[src/mti_defines.svh]
// offsets, field positions, reset values and timing counts of the motion and tilt engine
`ifndef MTI_DEFINES_SVH
`define MTI_DEFINES_SVH

`define MTI_OFF_CUR_ORIENT  8'h10
`define MTI_OFF_PREV_ORIENT 8'h11
`define MTI_OFF_SRC_TWO     8'h13
`define MTI_OFF_STATUS      8'h15
`define MTI_OFF_RELEASE     8'h17
`define MTI_OFF_MAIN_CTL    8'h18
`define MTI_OFF_TILT_EN     8'h19
`define MTI_OFF_RATE_CTL    8'h1a
`define MTI_OFF_PIN1_CTL    8'h1c
`define MTI_OFF_MOTION_DIR  8'h1d
`define MTI_OFF_PIN1_ROUTE  8'h1f
`define MTI_OFF_TILT_TIMER  8'h22
`define MTI_OFF_MOTION_DLY  8'h23
`define MTI_OFF_MOTION_TH   8'h30
`define MTI_OFF_TILT_LL     8'h32
`define MTI_OFF_TILT_HL     8'h33
`define MTI_OFF_HYST        8'h34

`define MTI_RST_MAIN_CTL    8'h00
`define MTI_RST_TILT_EN     8'h3f
`define MTI_RST_RATE_CTL    8'h98
`define MTI_RST_PIN1_CTL    8'h10
`define MTI_RST_MOTION_DIR  8'h3f
`define MTI_RST_PIN1_ROUTE  8'h00
`define MTI_RST_TILT_TIMER  8'h00
`define MTI_RST_MOTION_DLY  8'h00
`define MTI_RST_MOTION_TH   8'h08
`define MTI_RST_TILT_LL     8'h0c
`define MTI_RST_TILT_HL     8'h2a
`define MTI_RST_HYST        8'h14

`define MTI_BIT_OPERATE     7
`define MTI_BIT_MOTION_EN   1
`define MTI_BIT_TILT_EN     0
`define MTI_BIT_PIN_EN      5
`define MTI_BIT_PIN_POL     4
`define MTI_BIT_PIN_PULSE   3
`define MTI_BIT_ROUTE_MOT   1
`define MTI_BIT_ROUTE_TILT  0
`define MTI_BIT_SUMMARY     4
`define MTI_BIT_MOT_FLAG    1
`define MTI_BIT_TILT_FLAG   0

`define MTI_CLK_HZ          100000000
`define MTI_BASE_HZ         100
`define MTI_BASE_CYC        (`MTI_CLK_HZ / `MTI_BASE_HZ)
`define MTI_PULSE_NS        30000
`define MTI_PULSE_CYC       ((`MTI_PULSE_NS + 9) / 10)

`endif

[src/mti_pkg.sv]
// types shared by the motion and tilt engine
package mti_pkg;

    typedef logic [5:0] mti_dir_t;

    typedef enum logic [0:0] {
        MTI_PIN_IDLE  = 1'b0,
        MTI_PIN_PULSE = 1'b1
    } mti_pin_state_t;

endpackage

[src/mti_engine.sv]
// motion detect and tilt position engine with its register file and first interrupt pin
//
// Overview of operation
// - motion must persist for the delay-counter number of motion-rate samples
// - motion threshold compares acceleration at sixteen counts per g
// - pin control 0x30 enables pin one, active high, latched
// - routing bit value 0x02 sends motion events to pin one
// - main control 0xC2 runs the engine with motion detect enabled
// - persistent motion sets pin, summary bit 4 and motion flag bit 1
// - reading the release register clears latched motion interrupt; host must read
// - after release, pin stays low until a new qualifying event
// - main control 0x41 holds standby with tilt function enabled
// - tilt direction enable per six directions, reset value 0x3F
// - rate control selects tilt rate; 0x98 means 12.5 Hz, reset value
// - new orientation must persist tilt-timer tilt samples before report
// - tilt low limit is sine scaled 32 per g, reset 0x0C
// - tilt high limit bounds upper tilt angle, reset 0x2A
// - hysteresis between orientation states, reset 0x14
// - orientation change sets bits 4 and 0, updates current and previous
// - current orientation readable anytime, one-hot with all directions enabled
// - routing bit value 0x01 sends tilt events to pin one
// - release read also clears tilt interrupt and returns dummy data
// - rate control low field 0x06 selects 50 Hz motion rate
// - motion direction select picks qualifying directions, 0x7F enables all
// - main control top bit selects operate when one, standby when zero
`timescale 1ns/1ps
`include "mti_defines.svh"

module mti_engine #(
    parameter int unsigned BASE_CYC  = `MTI_BASE_CYC,
    parameter int unsigned PULSE_CYC = `MTI_PULSE_CYC
) (
    input  wire logic       mclk,        // system clock, 100 MHz
    input  wire logic       rst,         // asynchronous reset, active high
    input  wire logic [7:0] reg_addr,    // register address
    input  wire logic [7:0] reg_wdata,   // write data
    input  wire logic       reg_wr,      // write strobe, one cycle
    input  wire logic       reg_rd,      // read strobe, one cycle
    output logic      [7:0] reg_rdata,   // read data, valid cycle after strobe
    input  wire logic [7:0] accel_x,     // x acceleration, 64 counts per g
    input  wire logic [7:0] accel_y,     // y acceleration, 64 counts per g
    input  wire logic [7:0] accel_z,     // z acceleration, 64 counts per g
    output logic            irq_pin_one  // first interrupt pin
);

    // ------------------------------------------------------------
    // helpers
    // ------------------------------------------------------------

    // {neg, pos} beyond a 16 counts per g threshold
    function automatic logic [1:0] beyond(input logic [7:0] a,
                                          input logic [7:0] th);
        logic signed [10:0] v;
        logic signed [10:0] t;
        v = 11'(signed'(a));
        t = signed'({1'b0, th, 2'b00});
        beyond = {v < -t, v > t};
    endfunction

    // magnitude rescaled to 32 counts per g
    function automatic logic [7:0] mag32(input logic [7:0] a);
        logic [7:0] m;
        m = a[7] ? 8'(-a) : a;
        mag32 = {1'b0, m[7:1]};
    endfunction

    // rate tick when the low sh prescaler bits are all ones
    function automatic logic rate_hit(input logic [6:0] p,
                                      input logic [2:0] sh);
        logic [6:0] mask;
        mask = 7'((7'h01 << sh) - 7'h01);
        rate_hit = ((p & mask) == mask);
    endfunction

    // ------------------------------------------------------------
    // register file
    // ------------------------------------------------------------

    logic [7:0] main_control_q;
    logic [7:0] tilt_direction_enable_q;
    logic [7:0] function_rate_control_q;
    logic [7:0] irq_pin1_control_q;
    logic [7:0] motion_direction_select_q;
    logic [7:0] irq_pin1_routing_q;
    logic [7:0] tilt_persist_timer_q;
    logic [7:0] motion_delay_counter_q;
    logic [7:0] motion_threshold_q;
    logic [7:0] tilt_low_limit_q;
    logic [7:0] tilt_high_limit_q;
    logic [7:0] orientation_hysteresis_q;

    logic operate;
    logic cfg_wr;
    logic release_rd;

    assign operate    = main_control_q[`MTI_BIT_OPERATE];
    // settings are frozen while operating so a half-written set never runs
    assign cfg_wr     = reg_wr && !operate;
    assign release_rd = reg_rd && (reg_addr == `MTI_OFF_RELEASE);

    always_ff @(posedge mclk or posedge rst) begin
        if (rst) begin
            main_control_q <= `MTI_RST_MAIN_CTL;
        end else if (reg_wr && reg_addr == `MTI_OFF_MAIN_CTL) begin
            main_control_q <= reg_wdata;
        end
    end

    always_ff @(posedge mclk or posedge rst) begin
        if (rst) begin
            tilt_direction_enable_q   <= `MTI_RST_TILT_EN;
            function_rate_control_q   <= `MTI_RST_RATE_CTL;
            irq_pin1_control_q        <= `MTI_RST_PIN1_CTL;
            motion_direction_select_q <= `MTI_RST_MOTION_DIR;
            irq_pin1_routing_q        <= `MTI_RST_PIN1_ROUTE;
            tilt_persist_timer_q      <= `MTI_RST_TILT_TIMER;
            motion_delay_counter_q    <= `MTI_RST_MOTION_DLY;
            motion_threshold_q        <= `MTI_RST_MOTION_TH;
            tilt_low_limit_q          <= `MTI_RST_TILT_LL;
            tilt_high_limit_q         <= `MTI_RST_TILT_HL;
            orientation_hysteresis_q  <= `MTI_RST_HYST;
        end else if (cfg_wr) begin
            case (reg_addr)
                `MTI_OFF_TILT_EN:    tilt_direction_enable_q   <= reg_wdata;
                `MTI_OFF_RATE_CTL:   function_rate_control_q   <= reg_wdata;
                `MTI_OFF_PIN1_CTL:   irq_pin1_control_q        <= reg_wdata;
                `MTI_OFF_MOTION_DIR: motion_direction_select_q <= reg_wdata;
                `MTI_OFF_PIN1_ROUTE: irq_pin1_routing_q        <= reg_wdata;
                `MTI_OFF_TILT_TIMER: tilt_persist_timer_q      <= reg_wdata;
                `MTI_OFF_MOTION_DLY: motion_delay_counter_q    <= reg_wdata;
                `MTI_OFF_MOTION_TH:  motion_threshold_q        <= reg_wdata;
                `MTI_OFF_TILT_LL:    tilt_low_limit_q          <= reg_wdata;
                `MTI_OFF_TILT_HL:    tilt_high_limit_q         <= reg_wdata;
                `MTI_OFF_HYST:       orientation_hysteresis_q  <= reg_wdata;
                default: ;
            endcase
        end
    end

    // ------------------------------------------------------------
    // rate timebase
    // ------------------------------------------------------------

    logic [31:0] base_cnt_q;
    logic [6:0]  pre_q;
    logic        base_tick;
    logic        mot_tick;
    logic        tilt_tick;
    logic [2:0]  tilt_sh;

    assign base_tick = (base_cnt_q == 32'(BASE_CYC - 1));

    always_ff @(posedge mclk or posedge rst) begin
        if (rst) begin
            base_cnt_q <= 32'h0;
            pre_q      <= 7'h00;
        end else if (!operate) begin
            base_cnt_q <= 32'h0;
            pre_q      <= 7'h00;
        end else if (base_tick) begin
            base_cnt_q <= 32'h0;
            pre_q      <= 7'(pre_q + 7'h01);
        end else begin
            base_cnt_q <= 32'(base_cnt_q + 32'h1);
        end
    end

    // tilt field: 00 1.5625, 01 6.25, 10 12.5, 11 50 Hz off a 100 Hz base
    always_comb begin
        case (function_rate_control_q[7:6])
            2'b00:   tilt_sh = 3'h6;
            2'b01:   tilt_sh = 3'h4;
            2'b10:   tilt_sh = 3'h3;
            default: tilt_sh = 3'h1;
        endcase
    end

    // motion field n gives 100 / 2^(7-n) Hz, so 6 is 50 Hz
    assign mot_tick  = base_tick && rate_hit(pre_q,
                       3'(3'h7 - function_rate_control_q[2:0]));
    assign tilt_tick = base_tick && rate_hit(pre_q, tilt_sh);

    // ------------------------------------------------------------
    // motion detect
    // ------------------------------------------------------------

    mti_pkg::mti_dir_t mot_dirs;
    logic              mot_seen;
    logic [8:0]        mot_cnt_q;
    logic              mot_event;

    assign mot_dirs = {beyond(accel_x, motion_threshold_q),
                       beyond(accel_y, motion_threshold_q),
                       beyond(accel_z, motion_threshold_q)};
    assign mot_seen = |(mot_dirs & motion_direction_select_q[5:0]);
    // one event per episode: the count parks one past the delay
    assign mot_event = mot_tick && mot_seen
                     && main_control_q[`MTI_BIT_MOTION_EN]
                     && (mot_cnt_q == {1'b0, motion_delay_counter_q});

    always_ff @(posedge mclk or posedge rst) begin
        if (rst) begin
            mot_cnt_q <= 9'h000;
        end else if (!operate || !main_control_q[`MTI_BIT_MOTION_EN]) begin
            mot_cnt_q <= 9'h000;
        end else if (mot_tick) begin
            if (!mot_seen) begin
                mot_cnt_q <= 9'h000;
            end else if (mot_cnt_q <= {1'b0, motion_delay_counter_q}) begin
                mot_cnt_q <= 9'(mot_cnt_q + 9'h001);
            end
        end
    end

    // ------------------------------------------------------------
    // tilt position
    // ------------------------------------------------------------

    logic [7:0]        xs;
    logic [7:0]        ys;
    logic [7:0]        hs;
    logic [7:0]        hy;
    mti_pkg::mti_dir_t cand;
    mti_pkg::mti_dir_t cur_q;
    mti_pkg::mti_dir_t prev_q;
    mti_pkg::mti_dir_t pend_q;
    logic [7:0]        tilt_cnt_q;
    logic              cand_ok;
    logic              tilt_event;

    assign xs = mag32(accel_x);
    assign ys = mag32(accel_y);
    assign hs = (xs > ys) ? xs : ys;
    assign hy = {2'b00, orientation_hysteresis_q[7:2]};

    always_comb begin
        cand = 6'h00;
        if (hs < tilt_low_limit_q) begin
            // near flat: face up or face down
            cand = accel_z[7] ? 6'h02 : 6'h01;
        end else if (hs <= tilt_high_limit_q) begin
            // hysteresis keeps the current axis until the other wins clearly
            if (cur_q[5:4] != 2'b00 && 9'(ys) <= 9'(xs) + 9'(hy)) begin
                cand = accel_x[7] ? 6'h20 : 6'h10;
            end else if (cur_q[3:2] != 2'b00 && 9'(xs) <= 9'(ys) + 9'(hy)) begin
                cand = accel_y[7] ? 6'h08 : 6'h04;
            end else if (xs >= ys) begin
                cand = accel_x[7] ? 6'h20 : 6'h10;
            end else begin
                cand = accel_y[7] ? 6'h08 : 6'h04;
            end
        end
        // above the high limit the reading is not trusted and nothing moves
    end

    assign cand_ok = (cand != 6'h00) && (cand != cur_q)
                   && |(cand & tilt_direction_enable_q[5:0]);
    assign tilt_event = tilt_tick && main_control_q[`MTI_BIT_TILT_EN]
                      && cand_ok && (cand == pend_q)
                      && (tilt_cnt_q >= tilt_persist_timer_q);

    always_ff @(posedge mclk or posedge rst) begin
        if (rst) begin
            pend_q     <= 6'h00;
            tilt_cnt_q <= 8'h00;
        end else if (!operate || !main_control_q[`MTI_BIT_TILT_EN]) begin
            pend_q     <= 6'h00;
            tilt_cnt_q <= 8'h00;
        end else if (tilt_tick) begin
            if (!cand_ok || tilt_event) begin
                pend_q     <= 6'h00;
                tilt_cnt_q <= 8'h00;
            end else if (cand != pend_q) begin
                pend_q     <= cand;
                tilt_cnt_q <= 8'h01;
            end else if (tilt_cnt_q != 8'hff) begin
                tilt_cnt_q <= 8'(tilt_cnt_q + 8'h01);
            end
        end
    end

    always_ff @(posedge mclk or posedge rst) begin
        if (rst) begin
            cur_q  <= 6'h01;
            prev_q <= 6'h00;
        end else if (tilt_event) begin
            prev_q <= cur_q;
            cur_q  <= cand;
        end
    end

    // ------------------------------------------------------------
    // event flags and pin one
    // ------------------------------------------------------------

    logic                   mot_flag_q;
    logic                   tilt_flag_q;
    logic                   pin_level;
    logic                   route_evt;
    logic                   pol;
    logic [15:0]            pulse_cnt_q;
    mti_pkg::mti_pin_state_t pin_st_q;

    // a new event beats a release read in the same cycle
    always_ff @(posedge mclk or posedge rst) begin
        if (rst) begin
            mot_flag_q  <= 1'b0;
            tilt_flag_q <= 1'b0;
        end else begin
            mot_flag_q  <= mot_event || (mot_flag_q && !release_rd);
            tilt_flag_q <= tilt_event || (tilt_flag_q && !release_rd);
        end
    end

    assign pin_level = (irq_pin1_routing_q[`MTI_BIT_ROUTE_MOT] && mot_flag_q)
                    || (irq_pin1_routing_q[`MTI_BIT_ROUTE_TILT] && tilt_flag_q);
    assign route_evt = (irq_pin1_routing_q[`MTI_BIT_ROUTE_MOT] && mot_event)
                    || (irq_pin1_routing_q[`MTI_BIT_ROUTE_TILT] && tilt_event);
    assign pol       = irq_pin1_control_q[`MTI_BIT_PIN_POL];

    // pulse mode stretches a routed event that arrives in idle to a fixed width; events during a running pulse are absorbed
    always_ff @(posedge mclk or posedge rst) begin
        if (rst) begin
            pin_st_q    <= mti_pkg::MTI_PIN_IDLE;
            pulse_cnt_q <= 16'h0000;
        end else begin
            case (pin_st_q)
                mti_pkg::MTI_PIN_IDLE: begin
                    if (route_evt) begin
                        pin_st_q    <= mti_pkg::MTI_PIN_PULSE;
                        pulse_cnt_q <= 16'(PULSE_CYC - 1);
                    end
                end
                mti_pkg::MTI_PIN_PULSE: begin
                    if (pulse_cnt_q == 16'h0000) begin
                        pin_st_q <= mti_pkg::MTI_PIN_IDLE;
                    end else begin
                        pulse_cnt_q <= 16'(pulse_cnt_q - 16'h0001);
                    end
                end
                default: pin_st_q <= mti_pkg::MTI_PIN_IDLE;
            endcase
        end
    end

    always_ff @(posedge mclk or posedge rst) begin
        if (rst) begin
            irq_pin_one <= 1'b0;
        end else if (!irq_pin1_control_q[`MTI_BIT_PIN_EN]) begin
            irq_pin_one <= !pol;
        end else if (irq_pin1_control_q[`MTI_BIT_PIN_PULSE]) begin
            irq_pin_one <= (pin_st_q == mti_pkg::MTI_PIN_PULSE) ~^ pol;
        end else begin
            irq_pin_one <= pin_level ~^ pol;
        end
    end

    // ------------------------------------------------------------
    // read side
    // ------------------------------------------------------------

    always_ff @(posedge mclk or posedge rst) begin
        if (rst) begin
            reg_rdata <= 8'h00;
        end else if (reg_rd) begin
            case (reg_addr)
                `MTI_OFF_CUR_ORIENT:  reg_rdata <= {2'b00, cur_q};
                `MTI_OFF_PREV_ORIENT: reg_rdata <= {2'b00, prev_q};
                `MTI_OFF_SRC_TWO:     reg_rdata <= {6'h00, mot_flag_q, tilt_flag_q};
                `MTI_OFF_STATUS:
                    reg_rdata <= {3'b000, mot_flag_q || tilt_flag_q, 4'h0};
                `MTI_OFF_RELEASE:     reg_rdata <= 8'h00;
                `MTI_OFF_MAIN_CTL:    reg_rdata <= main_control_q;
                `MTI_OFF_TILT_EN:     reg_rdata <= tilt_direction_enable_q;
                `MTI_OFF_RATE_CTL:    reg_rdata <= function_rate_control_q;
                `MTI_OFF_PIN1_CTL:    reg_rdata <= irq_pin1_control_q;
                `MTI_OFF_MOTION_DIR:  reg_rdata <= motion_direction_select_q;
                `MTI_OFF_PIN1_ROUTE:  reg_rdata <= irq_pin1_routing_q;
                `MTI_OFF_TILT_TIMER:  reg_rdata <= tilt_persist_timer_q;
                `MTI_OFF_MOTION_DLY:  reg_rdata <= motion_delay_counter_q;
                `MTI_OFF_MOTION_TH:   reg_rdata <= motion_threshold_q;
                `MTI_OFF_TILT_LL:     reg_rdata <= tilt_low_limit_q;
                `MTI_OFF_TILT_HL:     reg_rdata <= tilt_high_limit_q;
                `MTI_OFF_HYST:        reg_rdata <= orientation_hysteresis_q;
                default:              reg_rdata <= 8'h00;
            endcase
        end
    end

endmodule

[config.mk]
export PLATFORM = sky130hd
export DESIGN_NAME = mti_engine
export DESIGN_NICKNAME = d
export VERILOG_FILES = /design/src/mti_pkg.sv /design/src/mti_engine.sv
export VERILOG_INCLUDE_DIRS = /design/src
export SDC_FILE = /design/constraint.sdc
export NUM_CORES = 1
export LEC_CHECK = 0
export ABC_AREA = 1
export BUFFER_PORTS_ARGS = -buffer_cell sky130_fd_sc_hd__buf_2
export CAP_MARGIN = 20
export CORE_MARGIN = 2
export CORE_UTILIZATION = 57
export DETAILED_ROUTE_END_ITERATION = 16
export HOLD_SLACK_MARGIN = 0.08
export PLACE_DENSITY_LB_ADDON = 0.3
export SETUP_SLACK_MARGIN = 0.4
export SLEW_MARGIN = 10
export SYNTH_ARGS = -nofsm -noshare
export SYNTH_HDL_FRONTEND = slang
export SYNTH_SLANG_ARGS = --single-unit
export TNS_END_PERCENT = 5
[constraint.sdc]
create_clock -name mclk -period 5.43 [get_ports mclk]
set_input_delay 0.543 -clock mclk [delete_from_list [all_inputs] [get_ports mclk]]
set_output_delay 0.543 -clock mclk [all_outputs]
set_load 0.01 [all_outputs]
# After elaboration in Yosys (flattened, before gate mapping)
# Cells that the tools add are included.
dict set report totals {
  rom_bits 0
  ramBits 0
  n_memories 0
  register_bits 198
  latch_bits 0
  inputBits 44
  wordCells 192
  output_inout_bits 9
}
dict set report classes {
  multipliers 0
  order_cmp 14
  n_reduce_logical 62
  n_mux 38
  n_bitwise 7
  n_div 0
  addsub 13
  n_eq_ne 31
  n_shift 2
}
# op count
set ops {}
lappend ops {{one-hot mux 8 bit (16 select lines)} 1}
lappend ops {{== test 8 x 5 -> 1 bit, second input constant} 11}
lappend ops {{2-to-1 mux 32 bit} 2}
lappend ops {{2-to-1 mux 6 bit} 10}
lappend ops {{2-to-1 mux 8 bit} 7}
lappend ops {{== test 8 x 6 -> 1 bit, second input constant} 6}
lappend ops {{2-to-1 mux 9 bit} 4}
lappend ops {{> comparator 8 x 11 -> 1 bit} 3}
lappend ops {{less-than comparator 8 x 11 -> 1 bit} 3}
lappend ops {{adder 32 x 1 -> 32 bit, second input constant} 1}
lappend ops {{== test 32 x 20 -> 1 bit, second input constant} 1}
lappend ops {{2-to-1 mux 16 bit} 2}
lappend ops {{one-hot mux 16 bit (2 select lines)} 1}
lappend ops {{AND reduction 2 bit} 15}
lappend ops {{<= comparator 7 x 8 -> 1 bit} 3}
lappend ops {{logical AND 1 bit} 22}
lappend ops {{2-to-1 mux 7 bit} 3}
lappend ops {{adder 7 x 6 -> 8 bit} 2}
lappend ops {{zero test 16 bit} 1}
lappend ops {{negation 8 bit} 2}
lappend ops {{subtractor 16 x 1 -> 16 bit, second input constant} 1}
lappend ops {{AND 7 bit} 2}
lappend ops {{== test 7 bit} 2}
lappend ops {{left shift 1 x 3 -> 7 bit, first input constant} 2}
lappend ops {{other kinds (36)} 60}

# Longest topological paths before layout
dict set report depth {
  depth_word 19
  depth_mapped 44
  ltp_nobuf 42
}

# Least setup slack after synthesis
# OpenSTA, ideal clock, no wires.
dict set report synth_path {
  path_type {input-to-reg}
  from {input port accel_y[7]}
  to {register pulse_cnt_q[1]}
  t_required_ns 5.313
  arrival_ns 4.875
  setup_time_ns 0.117
  n_path_buf 3
  slack_ns 0.438
  path_stages 37
  path_cell_list {buf_4 > inv_1 > or2_2 > xor2_1 > inv_1 > ha_1 > inv_1 > o31a_1 > o21ai_1 > nand3_2 > nand2_2 > nand2_2 > buf_2 > o21ai_0 > ha_1 > inv_1 > nor2_1 > nor2_1 > o21a_1 > o21ai_0 > a21oi_1 > nor2_1 > o31ai_1 > nand2_1 > nor2_1 > nand2_1 > nand2_1 > nand2_1 > nor2_2 > nand3_4 > nor2_4 > nand3_2 > nand2_2 > nand2_4 > buf_4 > nand3_1 > nand2_1}
}
dict set report synth_via {
  elab_chain_cells 19
  elab_cells_between_ends 40
  classes_between {2 x add/sub; 8 x order compare; 3 x eq/ne; 8 x mux; 2 x bitwise; 17 x reduce/logical}
}
# item line_no
set synth_rtl {}
lappend synth_rtl {{from (decl)} mti_engine.sv:41} ;# input wire logic [7:0] accel_y,
lappend synth_rtl {{negation 8 bit} mti_engine.sv:63} ;# m = a[7] ? 8'(-a) : a;
lappend synth_rtl {{2-to-1 mux 8 bit} mti_engine.sv:63}
lappend synth_rtl {{adder 7 x 6 -> 8 bit} mti_engine.sv:245} ;# end else if (cur_q[3:2] != 2'b00 && 9'(xs) <= 9'(ys) + 9'(hy)) begin
lappend synth_rtl {{<= comparator 7 x 8 -> 1 bit} mti_engine.sv:245}
lappend synth_rtl {{logical AND 1 bit} mti_engine.sv:245}
lappend synth_rtl {{2-to-1 mux 6 bit} mti_engine.sv:245}
lappend synth_rtl {{2-to-1 mux 6 bit} mti_engine.sv:243} ;# if (cur_q[5:4] != 2'b00 && 9'(ys) <= 9'(xs) + 9'(hy)) begin
lappend synth_rtl {{2-to-1 mux 6 bit} mti_engine.sv:241} ;# end else if (hs <= tilt_high_limit_q) begin
lappend synth_rtl {{2-to-1 mux 6 bit} mti_engine.sv:238} ;# if (hs < tilt_low_limit_q) begin
lappend synth_rtl {{!= test 6 bit, or another cell as far along} mti_engine.sv:256} ;# assign cand_ok = (cand != 6'h00) && (cand != cur_q)
lappend synth_rtl {{logical AND 1 bit / OR reduction 6 bit (equally long branches)} {mti_engine.sv:256, mti_engine.sv:257}}
lappend synth_rtl {{logical AND 1 bit} mti_engine.sv:257} ;# && |(cand & tilt_direction_enable_q[5:0]);
lappend synth_rtl {{logical AND 1 bit (3 in a row)} mti_engine.sv:258} ;# assign tilt_event = tilt_tick && main_control_q[`MTI_BIT_TILT_EN]
lappend synth_rtl {{logical AND 1 bit} mti_engine.sv:318} ;# || (irq_pin1_routing_q[`MTI_BIT_ROUTE_TILT] && tilt_event);
lappend synth_rtl {{logical OR 1 bit *} mti_engine.sv:317} ;# assign route_evt = (irq_pin1_routing_q[`MTI_BIT_ROUTE_MOT] && mot_event)
lappend synth_rtl {{!= test 2 bit (no line) *} --}
lappend synth_rtl {{AND reduction 2 bit (no line) *} --}
lappend synth_rtl {{to (signal assigned)} mti_engine.sv:331} ;# pulse_cnt_q <= 16'(PULSE_CYC - 1);
lappend synth_rtl {{to (signal assigned)} mti_engine.sv:338} ;# pulse_cnt_q <= 16'(pulse_cnt_q - 16'h0001);
lappend synth_rtl {{to (decl)} mti_engine.sv:301} ;# logic [15:0] pulse_cnt_q;
# Mark *: on every way between the ends. The rest lies on a longest branch, timed or not.
# A chain may end at the register's enable or synchronous reset.

# Worst setup path in the final report
dict set report layout_path {
  from {input port accel_y[2]}
  to {register pulse_cnt_q[4]}
}
# The elaborated chain is that of the path after synthesis.

==> impl_metrics.toml <==
[synthesis]
async_flop_share_pct = 100
synth_seq_cells = 198
synth_cells = 1740
ys_seq_area_share_pct = 37.2
synth_warnings = 0
syn_avg_cell_area_sq_um = 7.71
synth_area_sq_um = 13400
synth-main-ff-cell = "dfrtp_1"
synthesis.nets = 1909
synth_cell_types = 59
synth_edf_count = 0

[placement]
hpwl_microns = 28200
portBuffers = 52
placed_area_sq_um = 14100
placedCellCount = 2095
place_congestion = 0.991

[global_routing]
grt_max_degree = 199
grt_pass1_vias = 11400
grt_pass1_wl_microns = 59200
grt_usage_pct = 30.8
grt_overflow = 0
antenna_found_initial = 0

[critical_path]
endpoint_kind = "flip-flop"
cp_data_required_time_ns = 5.81
regToRegEndpoint = "pulse_cnt_q[4]"
critPathArrivalTime_ns = 5.26
criticalPathCategory = "input port to flip-flop"
path_max_fanout = 7
regToRegSetupSlack_ns = 1.05
timing.rr.start = "orientation_hysteresis_q[2]"
worstRegToRegCells = 29
cpPeakStageDelay_ns = 0.30
start_kind = "input port"
cpMaxStageDelayCell = "or2_2"
crit_top_cell = "nand2_1"

[layout]
synthToLayoutAreaGrowth_pct = 11.1
mostFrequentLayoutCells = "nand2_1 (380), inv_1 (219), dfrtp_1 (173), nor2_1 (159), o21ai_0 (154)"
regMostFlops = "base_cnt_q"
final_area_sq_um = 14900
largest_register_ffs = 32
final_nets = 1973
diodes = 0
layout.cells.non_filler = 2136
drive_gt1_share_pct = 12.5
reg_top3 = "base_cnt_q: 32 flops, pulse_cnt_q: 16 flops, mot_cnt_q: 9 flops"
layout_commonest_cell = "nand2_1"

[sta]
layout_min_cycle_time_ns = 4.88
rsz0062_at_grt = "true"
skew_ns = 0.0203
fmax_ghz = 0.205
worst_hold_slack_ns = 0.401
setup_viol = 0
hold_viol = 0
maxSlewHeadroom_pct = 29.5
tightest_slew_ns = 1.06
slew_violations = 0
fin_crit_sh_pct = 89.9

[run_status]
status = "finished, final reports clean"

[cts]
clk_pin_slew_ns = 0.08
clock_latency_ns = 0.43
cts.sinks = 198
ctsRootBufferMaster = "clkbuf_16"
cts_hold_buf = 0
cts_max_level = 4
cts_tree = "yes"
cts_buffers = 17
clock_path_buffers = 2

[pwr]
ir_drop_uv = 178
total_power_w = 0.00356
p_leak_nw = 6.76
p_per_area_nw_per_um2 = 239

[die]
initial_utilization_pct = 57.7
die_x_microns = 157
io_pins = 53
die_h_microns = 157
rows = 56
die_area_sq_um = 24800
core_area_sq_um = 23300

[route]
wl_per_cell_microns = 17.5
viasPerCell = 5.71
drc = 0
drt-total-wl_microns = 37500
drt_pre_antenna_iters = 6
num_vias = 12200
postRouteAntennaNets = 0
drtIter0Drc = 1196

[hold_path]
hold_class = "input port to async pin"

[run]
drv_cap = 0
==> per-layer routing <==
metal  GRT usage (%)  vias to the layer above  part of all wire, %
met4            12.9                        0                  3.7
met2            49.7                      431                   47
li1                -                     5934                    -
met1            41.7                     5747                   43
met5               0                        -                    0
met3            4.38                       77                  6.3
==> Yosys cell counts (11+ instances only) <==
cell      count  area share (%)
inv_1       223             6.2
xor2_1       30             2.0
o21ai_1      17            0.63
o21ai_0     159             5.9
clkbuf_1     24            0.67
nand4_1      29             1.4
nand3_1      79             2.9
dfstp_2      25             4.9
o22ai_1      13            0.61
a21oi_1      65             2.4
nor2_1      164             4.6
o21a_1       13            0.73
a221oi_1     17             1.1
ha_1        123              11
nor3_1       32             1.2
dfrtp_1     173              32
nand2_1     382              11
nor3b_1      12            0.67
nand2_2      18            0.84
xnor2_1      11            0.72
==> kinds of logic (layout without fill, tap and decap cells) <==
logic type	after synthesis	count (layout)	synth area share (%)
DFF	198	198	37.2
buffers and inverters	270	343	7.89
muxes	7	7	0.588
adders and majority gates	125	125	11.8
and+or+nand+nor	768	772	25.6
xor gates and xnor gates	42	42	2.80
AOI/OAI and AO/OA	330	330	14.1
==> final cells by class <==
type	count	area, sq um
fillers	2034	8350
multi-input cells	1276	7570
flip-flops and latches	198	4990
inverters	234	885
repair buffers	77	463
clock buffers	19	443
well taps	319	399
clock inverters	13	158
==> through the flow <==
step	worst slack [ns]	setup TNS (ns)	utilization [%]
2_1_floorplan	0.438	0	-
3_3_place_gp	0.131	0	60.4
3_5_place_dp	-0.0342	-0.289	60.4
4_1_cts	0.444	0	63.0
5_1_grt	0.261	0	64.1
6_report	0.550	0	64.1
==> where the power goes <==
group	internal (W)	total, W	leakage [nW]	switching [W]
sequential	0.00152	0.00155	2.58	0.0000378
combinational	0.000262	0.000716	3.89	0.000454
clock	0.000670	0.00129	0.291	0.000624
total	0.00245	0.00356	6.76	0.00112
==> repair_timing <==
action,CTS,global route
resized for setup,1,42
setup buffers,0,5
pin swaps,0,15
endpoints found under the hold margin,0,0
endpoints found under the setup margin,1,44
cloned,0,4
==> how the worst max path moves through the flow <==
stage	from	to	slack, ns	cells past startpoint
after detailed placement	accel_y[1]	pulse_cnt_q[7]	-0.03	40
final	accel_y[2]	pulse_cnt_q[4]	0.55	35
after global placement	accel_y[1]	pulse_cnt_q[7]	0.13	40
after floorplan	accel_y[7]	pulse_cnt_q[1]	0.44	37
after global routing	accel_y[1]	pulse_cnt_q[7]	0.26	40
after CTS	accel_y[1]	pulse_cnt_q[7]	0.44	38
==> worst max-delay path: cells and delay by family <==
family	cells	cell delay (ns)
AO/OA/AOI/OAI	7	1.02
AND/OR/NAND/NOR	21	2.45
buffers and inverters	4	0.44
XOR/XNOR	1	0.24
adder cells (fa/ha/maj)	2	0.55
Power figures use the tool's default switching activity.
